==> src/core/sisg_unused_guard.sv <==
// intentionally empty companion file
`default_nettype none
`default_nettype wire

==> src/core/sisg_pkg.sv <==
// constants and carrier types for the sensor interrupt status block
`default_nettype none
package sisg_pkg;
  localparam int ADDR_W = 8;
  localparam int DATA_W = 16;
  // register offsets
  localparam logic [ADDR_W-1:0] OFS_STATUS = 8'h00;
  localparam logic [ADDR_W-1:0] OFS_MASK = 8'h01;
  localparam logic [ADDR_W-1:0] OFS_PINCFG = 8'h02;
  localparam logic [ADDR_W-1:0] OFS_THRESH = 8'h06;
  // status register fields
  localparam int ST_CNT_LSB = 8;
  localparam int ST_CLR_BIT = 15;
  localparam int ST_RSV_BIT = 7;
  localparam int ST_B_BIT = 6;
  localparam int ST_A_BIT = 5;
  localparam int ST_LOW_MSB = 4;
  // mask register fields
  localparam int MK_FIFO_BIT = 8;
  localparam int MK_B_BIT = 6;
  localparam int MK_A_BIT = 5;
  localparam logic [DATA_W-1:0] MASK_RST = 16'h01FF;
  // pin configuration fields
  localparam int PC_DRV2_BIT = 9;
  localparam int PC_POL2_BIT = 8;
  localparam int PC_ENA1_BIT = 2;
  localparam int PC_DRV1_BIT = 1;
  localparam int PC_POL1_BIT = 0;
  localparam logic [DATA_W-1:0] PINCFG_RST = 16'h0000;
  // threshold field, in words
  localparam int TH_LSB = 8;
  localparam int TH_W = 6;
  localparam logic [TH_W-1:0] THRESH_RST = 6'h00;
  localparam int CNT_W = 8;

  typedef struct packed {
    logic wr;
    logic rd;
    logic [ADDR_W-1:0] addr;
    logic [DATA_W-1:0] wdata;
  } sisg_req_s;

  typedef struct packed {
    logic level;
    logic oeB;
  } sisg_pin_s;
endpackage
`default_nettype wire

==> src/core/sisg_core.sv <==
// interrupt status, masks and pin drive for the sensor system registers
// Overview of operation
// status upper byte reports FIFO byte count
// byte count halved before word threshold compare
// writing bit 15 empties the FIFO
// reserved status bit 7 reads zero
// second slot flag set, write-one clears
// first slot flag set, write-one clears
// reserved low status bits read zero
// mask bit 8 gates FIFO interrupt, resets masked
// mask bit 6 gates second slot, resets masked
// mask bit 5 gates first slot, resets masked
// second pin drive 0 drives continuously
// second pin drive 1 is open drain
// second pin polarity bit selects active level
// first pin enable 0 floats the pin
// FIFO interrupt while words exceed threshold
// first pin drive and polarity select
// interrupt asserts on any unmasked pending condition
// slot flags set regardless of mask
`default_nettype none
module sisg_core (
  // clock and reset
  input wire logic clock,
  input wire logic rst_b,
  // register access from the serial control port
  input wire sisg_pkg::sisg_req_s req,
  output logic [sisg_pkg::DATA_W-1:0] rdData,
  output logic rdValid,
  // sample sequencer and FIFO
  input wire logic firstSlotSample,
  input wire logic secondSlotSample,
  input wire logic [sisg_pkg::CNT_W-1:0] fifoByteCount,
  output logic fifoClear,
  // general pins, enable low while driving
  output logic firstPinOut,
  output logic firstPinOeB,
  output logic secondPinOut,
  output logic secondPinOeB,
  output logic irq
);
  import sisg_pkg::*;

  // event flags, set by the sequencer and cleared by host write-one
  logic firstFlag_r, firstFlag_nxt;
  logic secondFlag_r, secondFlag_nxt;
  // configuration registers
  logic [DATA_W-1:0] mask_r, mask_nxt;
  logic [DATA_W-1:0] pinCfg_r, pinCfg_nxt;
  logic [TH_W-1:0] thresh_r, thresh_nxt;
  // read answer
  logic [DATA_W-1:0] rdData_r, rdData_nxt;
  logic rdValid_r, rdValid_nxt;
  // FIFO clear strobe
  logic fifoClear_r, fifoClear_nxt;
  // registered pin drive
  sisg_pin_s pin1_r, pin1_nxt;
  sisg_pin_s pin2_r, pin2_nxt;
  // decoded write strobes
  logic wrStatus;
  logic wrMask;
  logic wrPinCfg;
  logic wrThresh;
  // interrupt sources
  logic fifoOver;
  logic fifoPend;
  logic firstPend;
  logic secondPend;
  logic irqNow;
  // assembled read views
  logic [DATA_W-1:0] statusWord;
  logic [DATA_W-1:0] threshWord;

  // write strobe aimed at one register offset
  function automatic logic wrHit(input sisg_req_s r,
                                 input logic [ADDR_W-1:0] ofs);
    return r.wr && (r.addr == ofs);
  endfunction

  // write-one-to-clear update of one event flag, set wins over clear
  function automatic logic flagNext(input logic cur, input logic setEv,
                                    input logic clrHit);
    logic n;
    n = cur & ~clrHit;
    if (setEv)
    begin
      n = 1'b1;
    end
    return n;
  endfunction

  // pin drive from interrupt state, drive mode and polarity
  function automatic sisg_pin_s pinDrive(input logic ena, input logic drv,
                                         input logic pol, input logic act);
    sisg_pin_s p;
    p.level = act ^ pol;
    p.oeB = ~ena | (drv & ~act);
    return p;
  endfunction

  // request decode
  always_comb
  begin
    wrStatus = wrHit(req, OFS_STATUS);
    wrMask = wrHit(req, OFS_MASK);
    wrPinCfg = wrHit(req, OFS_PINCFG);
    wrThresh = wrHit(req, OFS_THRESH);
  end

  // interrupt sources and combined request
  always_comb
  begin
    // bytes to words
    // over threshold
    fifoOver = fifoByteCount[CNT_W-1:1] > {1'b0, thresh_r};
    // fifo mask gate
    fifoPend = fifoOver & ~mask_r[MK_FIFO_BIT];
    // second slot gate
    secondPend = secondFlag_r & ~mask_r[MK_B_BIT];
    // first slot gate
    firstPend = firstFlag_r & ~mask_r[MK_A_BIT];
    // unmasked pending
    irqNow = fifoPend | secondPend | firstPend;
  end

  // event flag next state
  always_comb
  begin
    // set ignores mask
    // first slot clear
    firstFlag_nxt = flagNext(firstFlag_r, firstSlotSample,
                             wrStatus & req.wdata[ST_A_BIT]);
    // second slot clear
    secondFlag_nxt = flagNext(secondFlag_r, secondSlotSample,
                              wrStatus & req.wdata[ST_B_BIT]);
  end

  always_ff @(posedge clock)
  begin
    if (!rst_b)
    begin
      firstFlag_r <= 1'b0;
      secondFlag_r <= 1'b0;
    end
    else
    begin
      firstFlag_r <= firstFlag_nxt;
      secondFlag_r <= secondFlag_nxt;
    end
  end

  // FIFO clear strobe next state
  always_comb
  begin
    // FIFO clear strobe
    fifoClear_nxt = wrStatus & req.wdata[ST_CLR_BIT];
  end

  always_ff @(posedge clock)
  begin
    if (!rst_b)
    begin
      fifoClear_r <= 1'b0;
    end
    else
    begin
      fifoClear_r <= fifoClear_nxt;
    end
  end

  // configuration register next state
  always_comb
  begin
    mask_nxt = mask_r;
    pinCfg_nxt = pinCfg_r;
    thresh_nxt = thresh_r;
    if (wrMask)
    begin
      mask_nxt = req.wdata;
    end
    if (wrPinCfg)
    begin
      pinCfg_nxt = req.wdata;
    end
    if (wrThresh)
    begin
      thresh_nxt = req.wdata[TH_LSB +: TH_W];
    end
  end

  always_ff @(posedge clock)
  begin
    if (!rst_b)
    begin
      mask_r <= MASK_RST;
      pinCfg_r <= PINCFG_RST;
      thresh_r <= THRESH_RST;
    end
    else
    begin
      mask_r <= mask_nxt;
      pinCfg_r <= pinCfg_nxt;
      thresh_r <= thresh_nxt;
    end
  end

  // read views of the status and threshold registers
  always_comb
  begin
    statusWord = '0;
    // byte count field
    statusWord[ST_CNT_LSB +: CNT_W] = fifoByteCount;
    statusWord[ST_B_BIT] = secondFlag_r;
    statusWord[ST_A_BIT] = firstFlag_r;
    // bit 7 zero
    statusWord[ST_RSV_BIT] = 1'b0;
    // low bits zero
    statusWord[ST_LOW_MSB:0] = '0;
    threshWord = '0;
    threshWord[TH_LSB +: TH_W] = thresh_r;
  end

  // read answer next state
  always_comb
  begin
    rdValid_nxt = req.rd;
    rdData_nxt = rdData_r;
    if (req.rd)
    begin
      case (req.addr)
        OFS_STATUS:
        begin
          rdData_nxt = statusWord;
        end
        OFS_MASK:
        begin
          rdData_nxt = mask_r;
        end
        OFS_PINCFG:
        begin
          rdData_nxt = pinCfg_r;
        end
        OFS_THRESH:
        begin
          rdData_nxt = threshWord;
        end
        default:
        begin
          rdData_nxt = '0;
        end
      endcase
    end
  end

  always_ff @(posedge clock)
  begin
    if (!rst_b)
    begin
      rdData_r <= '0;
      rdValid_r <= 1'b0;
    end
    else
    begin
      rdData_r <= rdData_nxt;
      rdValid_r <= rdValid_nxt;
    end
  end

  // pin drive next state, one cycle behind the interrupt
  always_comb
  begin
    // enable gates pin
    // first pin mode
    pin1_nxt = pinDrive(pinCfg_r[PC_ENA1_BIT], pinCfg_r[PC_DRV1_BIT],
                        pinCfg_r[PC_POL1_BIT], irqNow);
    // continuous drive
    // open drain
    // polarity select
    pin2_nxt = pinDrive(1'b1, pinCfg_r[PC_DRV2_BIT],
                        pinCfg_r[PC_POL2_BIT], irqNow);
  end

  always_ff @(posedge clock)
  begin
    if (!rst_b)
    begin
      pin1_r <= '{level: 1'b0, oeB: 1'b1};
      pin2_r <= '{level: 1'b0, oeB: 1'b0};
    end
    else
    begin
      pin1_r <= pin1_nxt;
      pin2_r <= pin2_nxt;
    end
  end

  assign rdData = rdData_r;
  assign rdValid = rdValid_r;
  assign fifoClear = fifoClear_r;
  assign firstPinOut = pin1_r.level;
  assign firstPinOeB = pin1_r.oeB;
  assign secondPinOut = pin2_r.level;
  assign secondPinOeB = pin2_r.oeB;
  assign irq = irqNow;
endmodule
`default_nettype wire

==> config.mk <==
export PLATFORM = sky130hd
export DESIGN_NAME = sisg_core
export DESIGN_NICKNAME = d
export VERILOG_FILES = /design/src/core/sisg_unused_guard.sv /design/src/core/sisg_pkg.sv /design/src/core/sisg_core.sv
export SDC_FILE = /design/constraint.sdc
export NUM_CORES = 1
export LEC_CHECK = 0
export BUFFER_PORTS_ARGS = -buffer_cell sky130_fd_sc_hd__buf_2
export CELL_PAD_IN_SITES_DETAIL_PLACEMENT = 1
export CELL_PAD_IN_SITES_GLOBAL_PLACEMENT = 1
export CORE_MARGIN = 4
export CORE_UTILIZATION = 25
export DETAILED_ROUTE_END_ITERATION = 8
export HOLD_SLACK_MARGIN = 0.02
export PLACE_DENSITY_LB_ADDON = 0.1
export SYNTH_ARGS = -nofsm -noshare
export SYNTH_HDL_FRONTEND = slang
export SYNTH_SLANG_ARGS = --single-unit
==> constraint.sdc <==
create_clock -name clock -period 1.8 [get_ports clock]
set_clock_uncertainty 0.15 [all_clocks]
set_input_delay 0.09 -clock clock [delete_from_list [all_inputs] [get_ports clock]]
set_output_delay 0.09 -clock clock [all_outputs]
set_load 0.05 [all_outputs]
Yosys cells after proc, flatten, opt, wreduce, memory -nomap -nowiden
Cells that the tools add are included.
{"block": "word_totals", "register_bits": 62, "output_inout_bits": 23}
{"block": "op_classes", "n_reduce_logical": 5, "n_mux": 3, "eq_ne": 3, "bitwise_logic": 22, "magnitude_cmp": 1}
{"operator": "16-bit case mux with 4 select lines", "count": 1}
{"operator": "1-bit bitwise AND", "count": 10}
{"operator": "8-bit by 1-bit equality test with 1-bit output (second input constant)", "count": 1}
{"operator": "8-bit by 2-bit equality test with 1-bit output (second input constant)", "count": 1}
{"operator": "8-bit by 3-bit equality test with 1-bit output (second input constant)", "count": 1}
{"operator": "8-bit logical NOT", "count": 1}
{"operator": "7-bit by 6-bit > comparator with 1-bit output", "count": 1}
{"operator": "1-bit NOT", "count": 7}
{"operator": "1-bit logical AND", "count": 4}
{"operator": "1-bit OR", "count": 3}
{"operator": "1-bit 2-to-1 mux", "count": 2}
{"operator": "1-bit XOR", "count": 2}

Logic depth before layout (Yosys ltp)
Gate-level depths: netlist of the first run.
{"block": "depth", "word_depth": 7, "mapped_depth": 7, "ltp_nobuf": 6}

Worst setup path after synthesis of the first run
OpenSTA, ideal clock, no wires.
{"block": "synth_path", "kind": "reg2reg", "from": "register thresh_r[5]", "to": "register pin1_r, in the netlist firstPinOut", "stages_incl_launch_ff": 7, "arrival_time_ns": 1.837, "setup_time_ns": 0.075, "path_buffers": 0, "setup_slack_ns": -0.262, "period_less_slack_ns": 2.062, "path_cell_list": "dfxtp_1 inv_1 ha_1 and4b_1 a41oi_1 o32a_1 mux2i_1"}
{"block": "synth_between", "elab_chain_len": 5}
{"element": "from (decl)", "line": "sisg_core.sv:50", "text": "logic [TH_W-1:0] thresh_r, thresh_nxt;"}
{"element": "from (signal assigned)", "line": "sisg_core.sv:203", "text": "thresh_r <= thresh_nxt;"}
{"element": "7-bit by 6-bit > comparator with 1-bit output", "line": "sisg_core.sv:115", "text": "fifoOver = fifoByteCount[CNT_W-1:1] > {1'b0, thresh_r};"}
{"element": "1-bit bitwise AND", "line": "sisg_core.sv:117", "text": "fifoPend = fifoOver & ~mask_r[MK_FIFO_BIT];"}
{"element": "1-bit OR (2 in series)", "line": "sisg_core.sv:123", "text": "irqNow = fifoPend | secondPend | firstPend;"}
{"element": "via irq", "line": "sisg_core.sv:40", "text": "output logic irq"}
{"element": "1-bit XOR", "line": "sisg_core.sv:96", "text": "p.level = act ^ pol;"}
{"element": "to (signal assigned)", "line": "sisg_core.sv:287", "text": "pin1_r <= '{level: 1'b0, oeB: 1'b1};"}
{"element": "to (signal assigned)", "line": "sisg_core.sv:292", "text": "pin1_r <= pin1_nxt;"}
{"element": "to (decl)", "line": "sisg_core.sv:57", "text": "sisg_pin_s pin1_r, pin1_nxt;"}
The timed path passes the listed nets, and every way through them passes these cells.
A chain may end at the register's enable or synchronous reset.

Final worst setup path of the first run
{"block": "layout_path", "from": "register thresh_r[4]", "to": "output irq"}
{"block": "layout_between", "elab_chain_len": 4}
{"element": "7-bit by 6-bit > comparator with 1-bit output", "line": "sisg_core.sv:115"}
{"element": "1-bit bitwise AND", "line": "sisg_core.sv:117"}
{"element": "1-bit OR (2 in series)", "line": "sisg_core.sv:123"}
{"element": "to (decl)", "line": "sisg_core.sv:40"}
Every way passes these cells.

==> results of run 1 <==
worst reg2reg max path: stages (launching register included):
cell and delay [ps]:
dfxtp_2 340, inv_2 50, ha_4 210, and4b_1 200, a21boi_2 170, o32a_4 340
buf_4 150, buf_8 130, mux2i_1 120
layout by cell type (no fill, tap or decap), types with 2 or more instances in the layout:
cell	instances
o21ai_0	12
dfxtp_1	59
dlygate4sd3_1	19
a22oi_1	12
and2_1	6
nor2b_1	12
nand2b_1	2
buf_8	2
nor2_1	2
ha_4	4
buf_12	2
buf_4	23
nand3b_1	2
mux2i_1	44
nand2_1	57
bufinv_16	2
inv_1	14
clkbuf_16	9
buf_2	59
a31oi_1	2
nor3b_2	3
o22ai_1	7
dfxtp_2	3
mux2_2	6
a22o_1	10
inv_2	3
ha_1	2
what timing repair did:
item | CTS | global route
hold buffers | 19 | 2
gates resized for setup | 12 | 6
setup endpoints to repair | 4 | 12
hold endpoints to repair | 42 | 2
pin swaps | 4 | 4
setup buffers | 3 | 4
metal layers:
layer / global-route usage, % / vias to the layer above
met3: 2.58 / 9
met4: 5.40 / 0
li1: - / 1237
met1: 19.0 / 1145
met5: 0 / -
met2: 19.9 / 55
kinds of logic (layout without fill, tap and decap cells):
kind of cell / after synthesis / count (layout)
compound gates: 51 / 51
fa+ha+maj: 6 / 6
buf+inv: 37 / 136
flops: 62 / 62
mux: 50 / 50
simple gates: 96 / 96
through the flow:
stage,util [%],instances,setup WS (ps)
final,36.8,541,-226
after global routing,36.8,541,-276
after CTS,36.3,537,-248
after detailed placement,31.0,501,-96.0
after global placement,31.0,501,-91.5
after floorplan,-,302,-14.2
flip-flops by register name (all words and copies together) (netlist names):
signal and flops:
fifoClear 1, firstFlag_r 1, firstPinOeB 1, firstPinOut 1
mask_r 16, pinCfg_r 16, rdData 16, rdValid 1
secondFlag_r 1, secondPinOeB 1, secondPinOut 1, thresh_r 6
final timing paths:
kind | endpoint | cells past startpoint
setup / recovery | irq | 6
hold / removal | mask_r[7] | 3
setup reg to reg | firstPinOut | 8
hold reg to reg | pinCfg_r[11] | 2
where the power goes:
| part | switching [uW] | internal (uW) |
|---|---|---|
| logic | 147 | 131 |
| clock network | 607 | 1230 |
| registers | 3.97 | 1380 |
| total | 759 | 2740 |
area by class of cell:
type,count,area (sq um)
Multi-Input combinational cell,203,1540
Inverter,17,63.8
Fill cell,1277,6970
Tap cell,140,175
Timing Repair Buffer,105,728
Clock inverter,4,72.6
Sequential cell,62,1240
Clock buffer,10,239
==> metrics.md, run 1 <==
| Metric | Value |
|---|---|
| Result of the run | complete, but fails checks |
| Violated checks | negative setup slack |
| Fraction of registers with async set or reset after synthesis | 0% |
| Adder-Cell Fraction of Synth Area | 2.61% |
| Setup slack after layout | -226 ps |
| Avg Inst Size Synth | 9.51 sq um |
| Area of the placeable core | 0.0110 sq mm |
| Netlist area before placement | 0.00287 sq mm |
| Synth unique cells | 40 |
| DIE AREA | 0.0133 sq mm |
| Largest net degree at the start of global routing | 50 |
| Worst path bufs/invs | 2 |
| Required time of the critical path | 1560 ps |
| Transition time at the pin with the least slew margin | 575 ps |
| Routed met1 length | 4340 um |
| Number of flops mapped to enable cells by yosys | 0 |
| Class of the tightest hold or removal check | primary input to flop |
| Multiplexer share of the synthesized area | 17.7% |
| Crit path launch | thresh_r[4] |
| Worst min-delay path startpoint | rst_b |
| Number of standard cells after synthesis | 302 |
| Setup repair after global routing missed its margin | true |
| Remaining Overflow, GRT | 0 |
| Routed met2 length | 3700 um |
| Largest fanout on the critical path | 2 |
| Peak supply drop | 389 uV |
| Clock buffers created by TritonCTS | 9 |
| Leading post-synthesis cells by instance count | 62 x dfxtp_1, 57 x nand2_1, 44 x mux2i_1 |
| HPWL after detailed placement | 6030 um |
| Clock-pin transition on the worst setup and hold timing paths | 60 ps |
| Number of antenna violations at the first check in global routing | 0 |
| Critical path endpoint category | primary output |
| Syn-to-layout area delta | 41.4% |
| Dominant delay contributor by cell family on the critical path | compound AO/OA/AOI/OAI gates |
| Clock root cell | clkbuf_16 |
| Overall power after layout | 3500 uW |
| Area fraction in and, or, nand and nor cells after synthesis | 17.9% |
| Most area-hungry cell type in the Yosys netlist | dfxtp_1 |
| Number of nets in the layout | 442 |
| PwrDens | 861 mW/mm^2 |
| TritonCTS sink count | 62 |
| Number of synthesized register bits | 62 |
| Overall routed net length | 8540 um |
| Metal3 WL | 368 um |
| Maximum buffer depth of the clock tree | 2 |
| Number of diodes added for antenna fixing | 0 |
| Initial cell density of the core | 26.0% |
| Floorplan die width | 115 um |
| Highest metal used | met4 |
| Xor and xnor fraction of the mapped netlist area | 0% |
| Number of DRC violations after detailed-routing iteration 0 | 48 |
| Largest stage delay on the critical path | 340 ps |
| Portion of synthesized cell area occupied by the leading cell type | 43.2% |
| CTS HTree Levels | 3 |
| Relative slew slack | 61.5% |
| Final weighted congestion in routability-driven placement | 0.741 |
| Worst reg-to-reg setup slack | -160 ps |
| Total track usage | 13.4% |
| Via-to-Cell Ratio | 4.52 |
| Later-pin clock latency in the skew report | 320 ps |
| Top cells by area in the synthesized netlist | dfxtp_1 43%, mux2i_1 15%, nand2_1 7.4% |
| Die Span Y | 115 um |
| Slew Viols, Final | 0 |
| Leakage dissipation | 0.00180 uW |
| Global-route wire length before repair | 13400 um |
| CTS tree | built |
| Synthesis warning total | 0 |
| Syn nets | 346 |
| Prevailing post-synth register cell | dfxtp_1 |
| Via count of the first global-routing pass | 2497 |
| Layout cells sized above 1 | 32.2% |
| Count of standard-cell rows | 38 |
| Average wire per standard cell | 15.8 um |
| Final Hold Slack | 42.9 ps |
| Max cap viols | 0 |
| Cell with the most instances after synthesis | dfxtp_1 |
| Cells along the critical path | inv_2, ha_4, and4b_1, a21boi_2, o32a_4, buf_8 |
| Port Buf Inserts | 60 |
| Ports placed on the boundary | 61 |
| Minimum clock period after layout | 2030 ps |
| Final setup viols | 5 |
| Complex-gate fraction of the synthesized area | 12.4% |
| Combinational family with the most area after synthesis | simple AND/OR/NAND/NOR gates |
| CP startpoint kind | flop |
| Max Fclk | 494 MHz |
| Total vias in the final route | 2446 |
| Post-detailed-route DRC marker count | 0 |
| Number of iterations in the first detailed-routing pass | 4 |
| Data arrival time of the worst path | 1790 ps |
| Worst R2R Start | thresh_r[4] |
| DP Area | 0.00342 sq mm |
| Design area | 0.00406 sq mm |
| Count of nets left with antenna violations after detail routing | 0 |
| Setup TNS Final | -710 ps |
| Sequential fraction of the synthesis area | 43.2% |
| Critical path type | flop to primary output |
| Final worst path period share | 113% |
| Number of hold-slack violations in the final timing report | 0 |
| Max stage delay cell, worst path | dfxtp_2 |
Note: power is estimated with default switching activity, not from simulation.
==> inputs of run 2 (changes only) <==
--- a/config.mk
+++ b/config.mk
@@ -13,6 +13,7 @@
 export DETAILED_ROUTE_END_ITERATION = 8
 export HOLD_SLACK_MARGIN = 0.02
 export PLACE_DENSITY_LB_ADDON = 0.1
+export RECOVER_POWER = 25
 export SYNTH_ARGS = -nofsm -noshare
 export SYNTH_HDL_FRONTEND = slang
 export SYNTH_SLANG_ARGS = --single-unit
==> run 2 against run 1 <==
Effect of this change:
- register-to-register slack barely moved
- combinational power barely moved
- sequential share of layout area rose by 0.20 points
- via count barely moved
- the run still ends with negative setup slack left
- critical endpoint unchanged
- largest cell class unchanged
- critical path depth did not move
- power barely moved
- die area did not move
- global-route usage did not move
- routed wire length rose by 0.26%
- design area fell by 0.65%
==> metrics.md, run 2 (same netlist as run 1, synthesis figures left out) <==
| Metric | Value |
|---|---|
| Average wire per standard cell | 15.8 um (+0.26%) |
| Global-route wire length before repair | 13400 um (unchanged) |
| Violated checks | negative setup slack |
| Critical path type | flop to primary output |
| Die Span Y | 115 um (unchanged) |
| Setup slack after layout | -226 ps (+0.0940 ps) |
| CTS tree | built |
| Number of DRC violations after detailed-routing iteration 0 | 48 (unchanged) |
| Leakage dissipation | 0.00172 uW (-4.4%) |
| Largest stage delay on the critical path | 340 ps (about the same) |
| Worst reg-to-reg setup slack | -160 ps (about the same) |
| Number of diodes added for antenna fixing | 0 (unchanged) |
| DIE AREA | 0.0133 sq mm (unchanged) |
| Post-Route Utilization | 36.6% (-0.24 points) |
| Total track usage | 13.4% (unchanged) |
| Area of combinational cells with multiple inputs | 0.00154 sq mm (unchanged) |
| Number of filler instances in the final layout | 1283 (+0.47%) |
| Clock root cell | clkbuf_16 |
| Data arrival time of the worst path | 1790 ps (about the same) |
| Max stage delay cell, worst path | dfxtp_2 |
| Number of nets in the layout | 442 (unchanged) |
| Maximum buffer depth of the clock tree | 2 (unchanged) |
| Via-to-Cell Ratio | 4.52 (about the same) |
| Initial cell density of the core | 26.0% (unchanged) |
| Setup TNS Final | -709 ps (+1.37 ps) |
| Overall power after layout | 3500 uW (about the same) |
| Setup repair after global routing missed its margin | true |
| Register Area | 0.00124 sq mm (unchanged) |
| Clock buffers created by TritonCTS | 9 (unchanged) |
| Via count of the first global-routing pass | 2497 (unchanged) |
| Critical path endpoint category | primary output |
| Largest net degree at the start of global routing | 50 (unchanged) |
| Minimum clock period after layout | 2030 ps (-0.0940 ps) |
| Relative slew slack | 59.9% (-1.6 points) |
| TritonCTS sink count | 62 (unchanged) |
| Count of standard-cell rows | 38 (unchanged) |
| Required time of the critical path | 1560 ps (about the same) |
| Overall routed net length | 8560 um (+0.26%) |
| Area of the placeable core | 0.0110 sq mm (unchanged) |
| HPWL after detailed placement | 6030 um (unchanged) |
| Highest-count cells in the layout ignoring fill and taps | 59 x dfxtp_1, 57 x nand2_1, 44 x mux2i_1 |
| Count of nets left with antenna violations after detail routing | 0 (unchanged) |
| Number of hold-slack violations in the final timing report | 0 (unchanged) |
| Total vias in the final route | 2445 (-0.041%) |
| Most common cell after layout, fill and taps aside | dfxtp_1 |
| CTS HTree Levels | 3 (unchanged) |
| Transition time at the pin with the least slew margin | 605 ps (+29.8 ps) |
| Number of antenna violations at the first check in global routing | 0 (unchanged) |
| Class of the tightest hold or removal check | primary input to flop |
| CP startpoint kind | flop |
| Remaining Overflow, GRT | 0 (unchanged) |
| Later-pin clock latency in the skew report | 320 ps (about the same) |
| Peak supply drop | 389 uV (unchanged) |
| Number of iterations in the first detailed-routing pass | 4 (unchanged) |
| Layout cells sized above 1 | 27.4% (-4.7 points) |
| Floorplan die width | 115 um (unchanged) |
| Max Fclk | 494 MHz (about the same) |
| Ports placed on the boundary | 61 (unchanged) |
| Syn-to-layout area delta | 40.5% |
| Max cap viols | 0 (unchanged) |
| Clock-pin transition on the worst setup and hold timing paths | 60 ps (about the same) |
| Post-detailed-route DRC marker count | 0 (unchanged) |
| PwrDens | 866 mW/mm^2 (+0.60%) |
| Final setup viols | 5 (unchanged) |
| Final weighted congestion in routability-driven placement | 0.741 (unchanged) |
| Final worst path period share | 113% (about the same) |
| Cells along the critical path | inv_2, ha_4, and4b_1, a21boi_2, o32a_4, buf_8 |
| Slew Viols, Final | 0 (unchanged) |
| Result of the run | complete, but fails checks |
| Largest fanout on the critical path | 2 (unchanged) |
| Port Buf Inserts | 60 (unchanged) |
## run 2: cell types whose count changed in the layout (fill, tap and decap cells not counted)
cell / previous run / this run
clkbuf_1: 0 / 19
buf_4: 23 / 22
buf_2: 59 / 41
## run 2: timing repair
| action | 4_1_cts | 5_1_grt |
|---|---|---|
| hold buffers | 19 | 2 |
| setup endpoints to repair | 4 | 12 |
| resized for setup | 12 | 6 |
| hold endpoints to repair | 42 | 2 |
| pin swaps | 4 | 4 |
| setup buffers | 3 | 4 |
## run 2: stage by stage
stage               cell area, sq um  setup WS, ps  std cells  hold WS, ps
finish                          4040          -226        541         42.5
floorplan                       2890         -14.2        302         41.1
detailed placement              3420         -96.0        501          173
global route                    4040          -276        541         67.4
CTS                             4000          -248        537         32.4
global placement                3420         -91.5        501          164
## run 2: path summary, 6_finish.rpt
path	from	end	depth (start not counted)
worst max-delay path	thresh_r[4]	irq	6
worst min-delay path	rst_b	mask_r[7]	3
worst max register to register	thresh_r[4]	firstPinOut	8
worst min register to register	pinCfg_r[11]	pinCfg_r[11]	2
## run 2: final cells by class
class | count | area share, %
well taps | 140 | 4.34
flip-flops and latches | 62 | 30.8
inverters | 17 | 1.58
multi-input cells | 203 | 38.1
clock inverters | 4 | 1.80
clock buffers | 10 | 5.92
repair buffers | 105 | 17.4
## run 2: power by group
part	internal, uW	switching (uW)
clock	1230	607
combinational	129	147
sequential	1380	4.03
total	2740	758
## run 2: routing by layer
metal / GRT usage [%] / share of wire (%) / vias to the layer above
li1: - / - / 1238
met1: 19.0 / 51 / 1146
met2: 19.9 / 43 / 52
met3: 2.58 / 4.3 / 9
met4: 5.40 / 1.6 / 0
met5: 0 / 0 / -
## run 2: critical path, delay by kind of cell, from the launching register on
family	cells	cell delay [ps]
AO/OA/AOI/OAI	2	510
adder cells (fa/ha/maj)	1	210
buffers and inverters	2	210
flip-flops	1	340
AND/OR/NAND/NOR	1	200
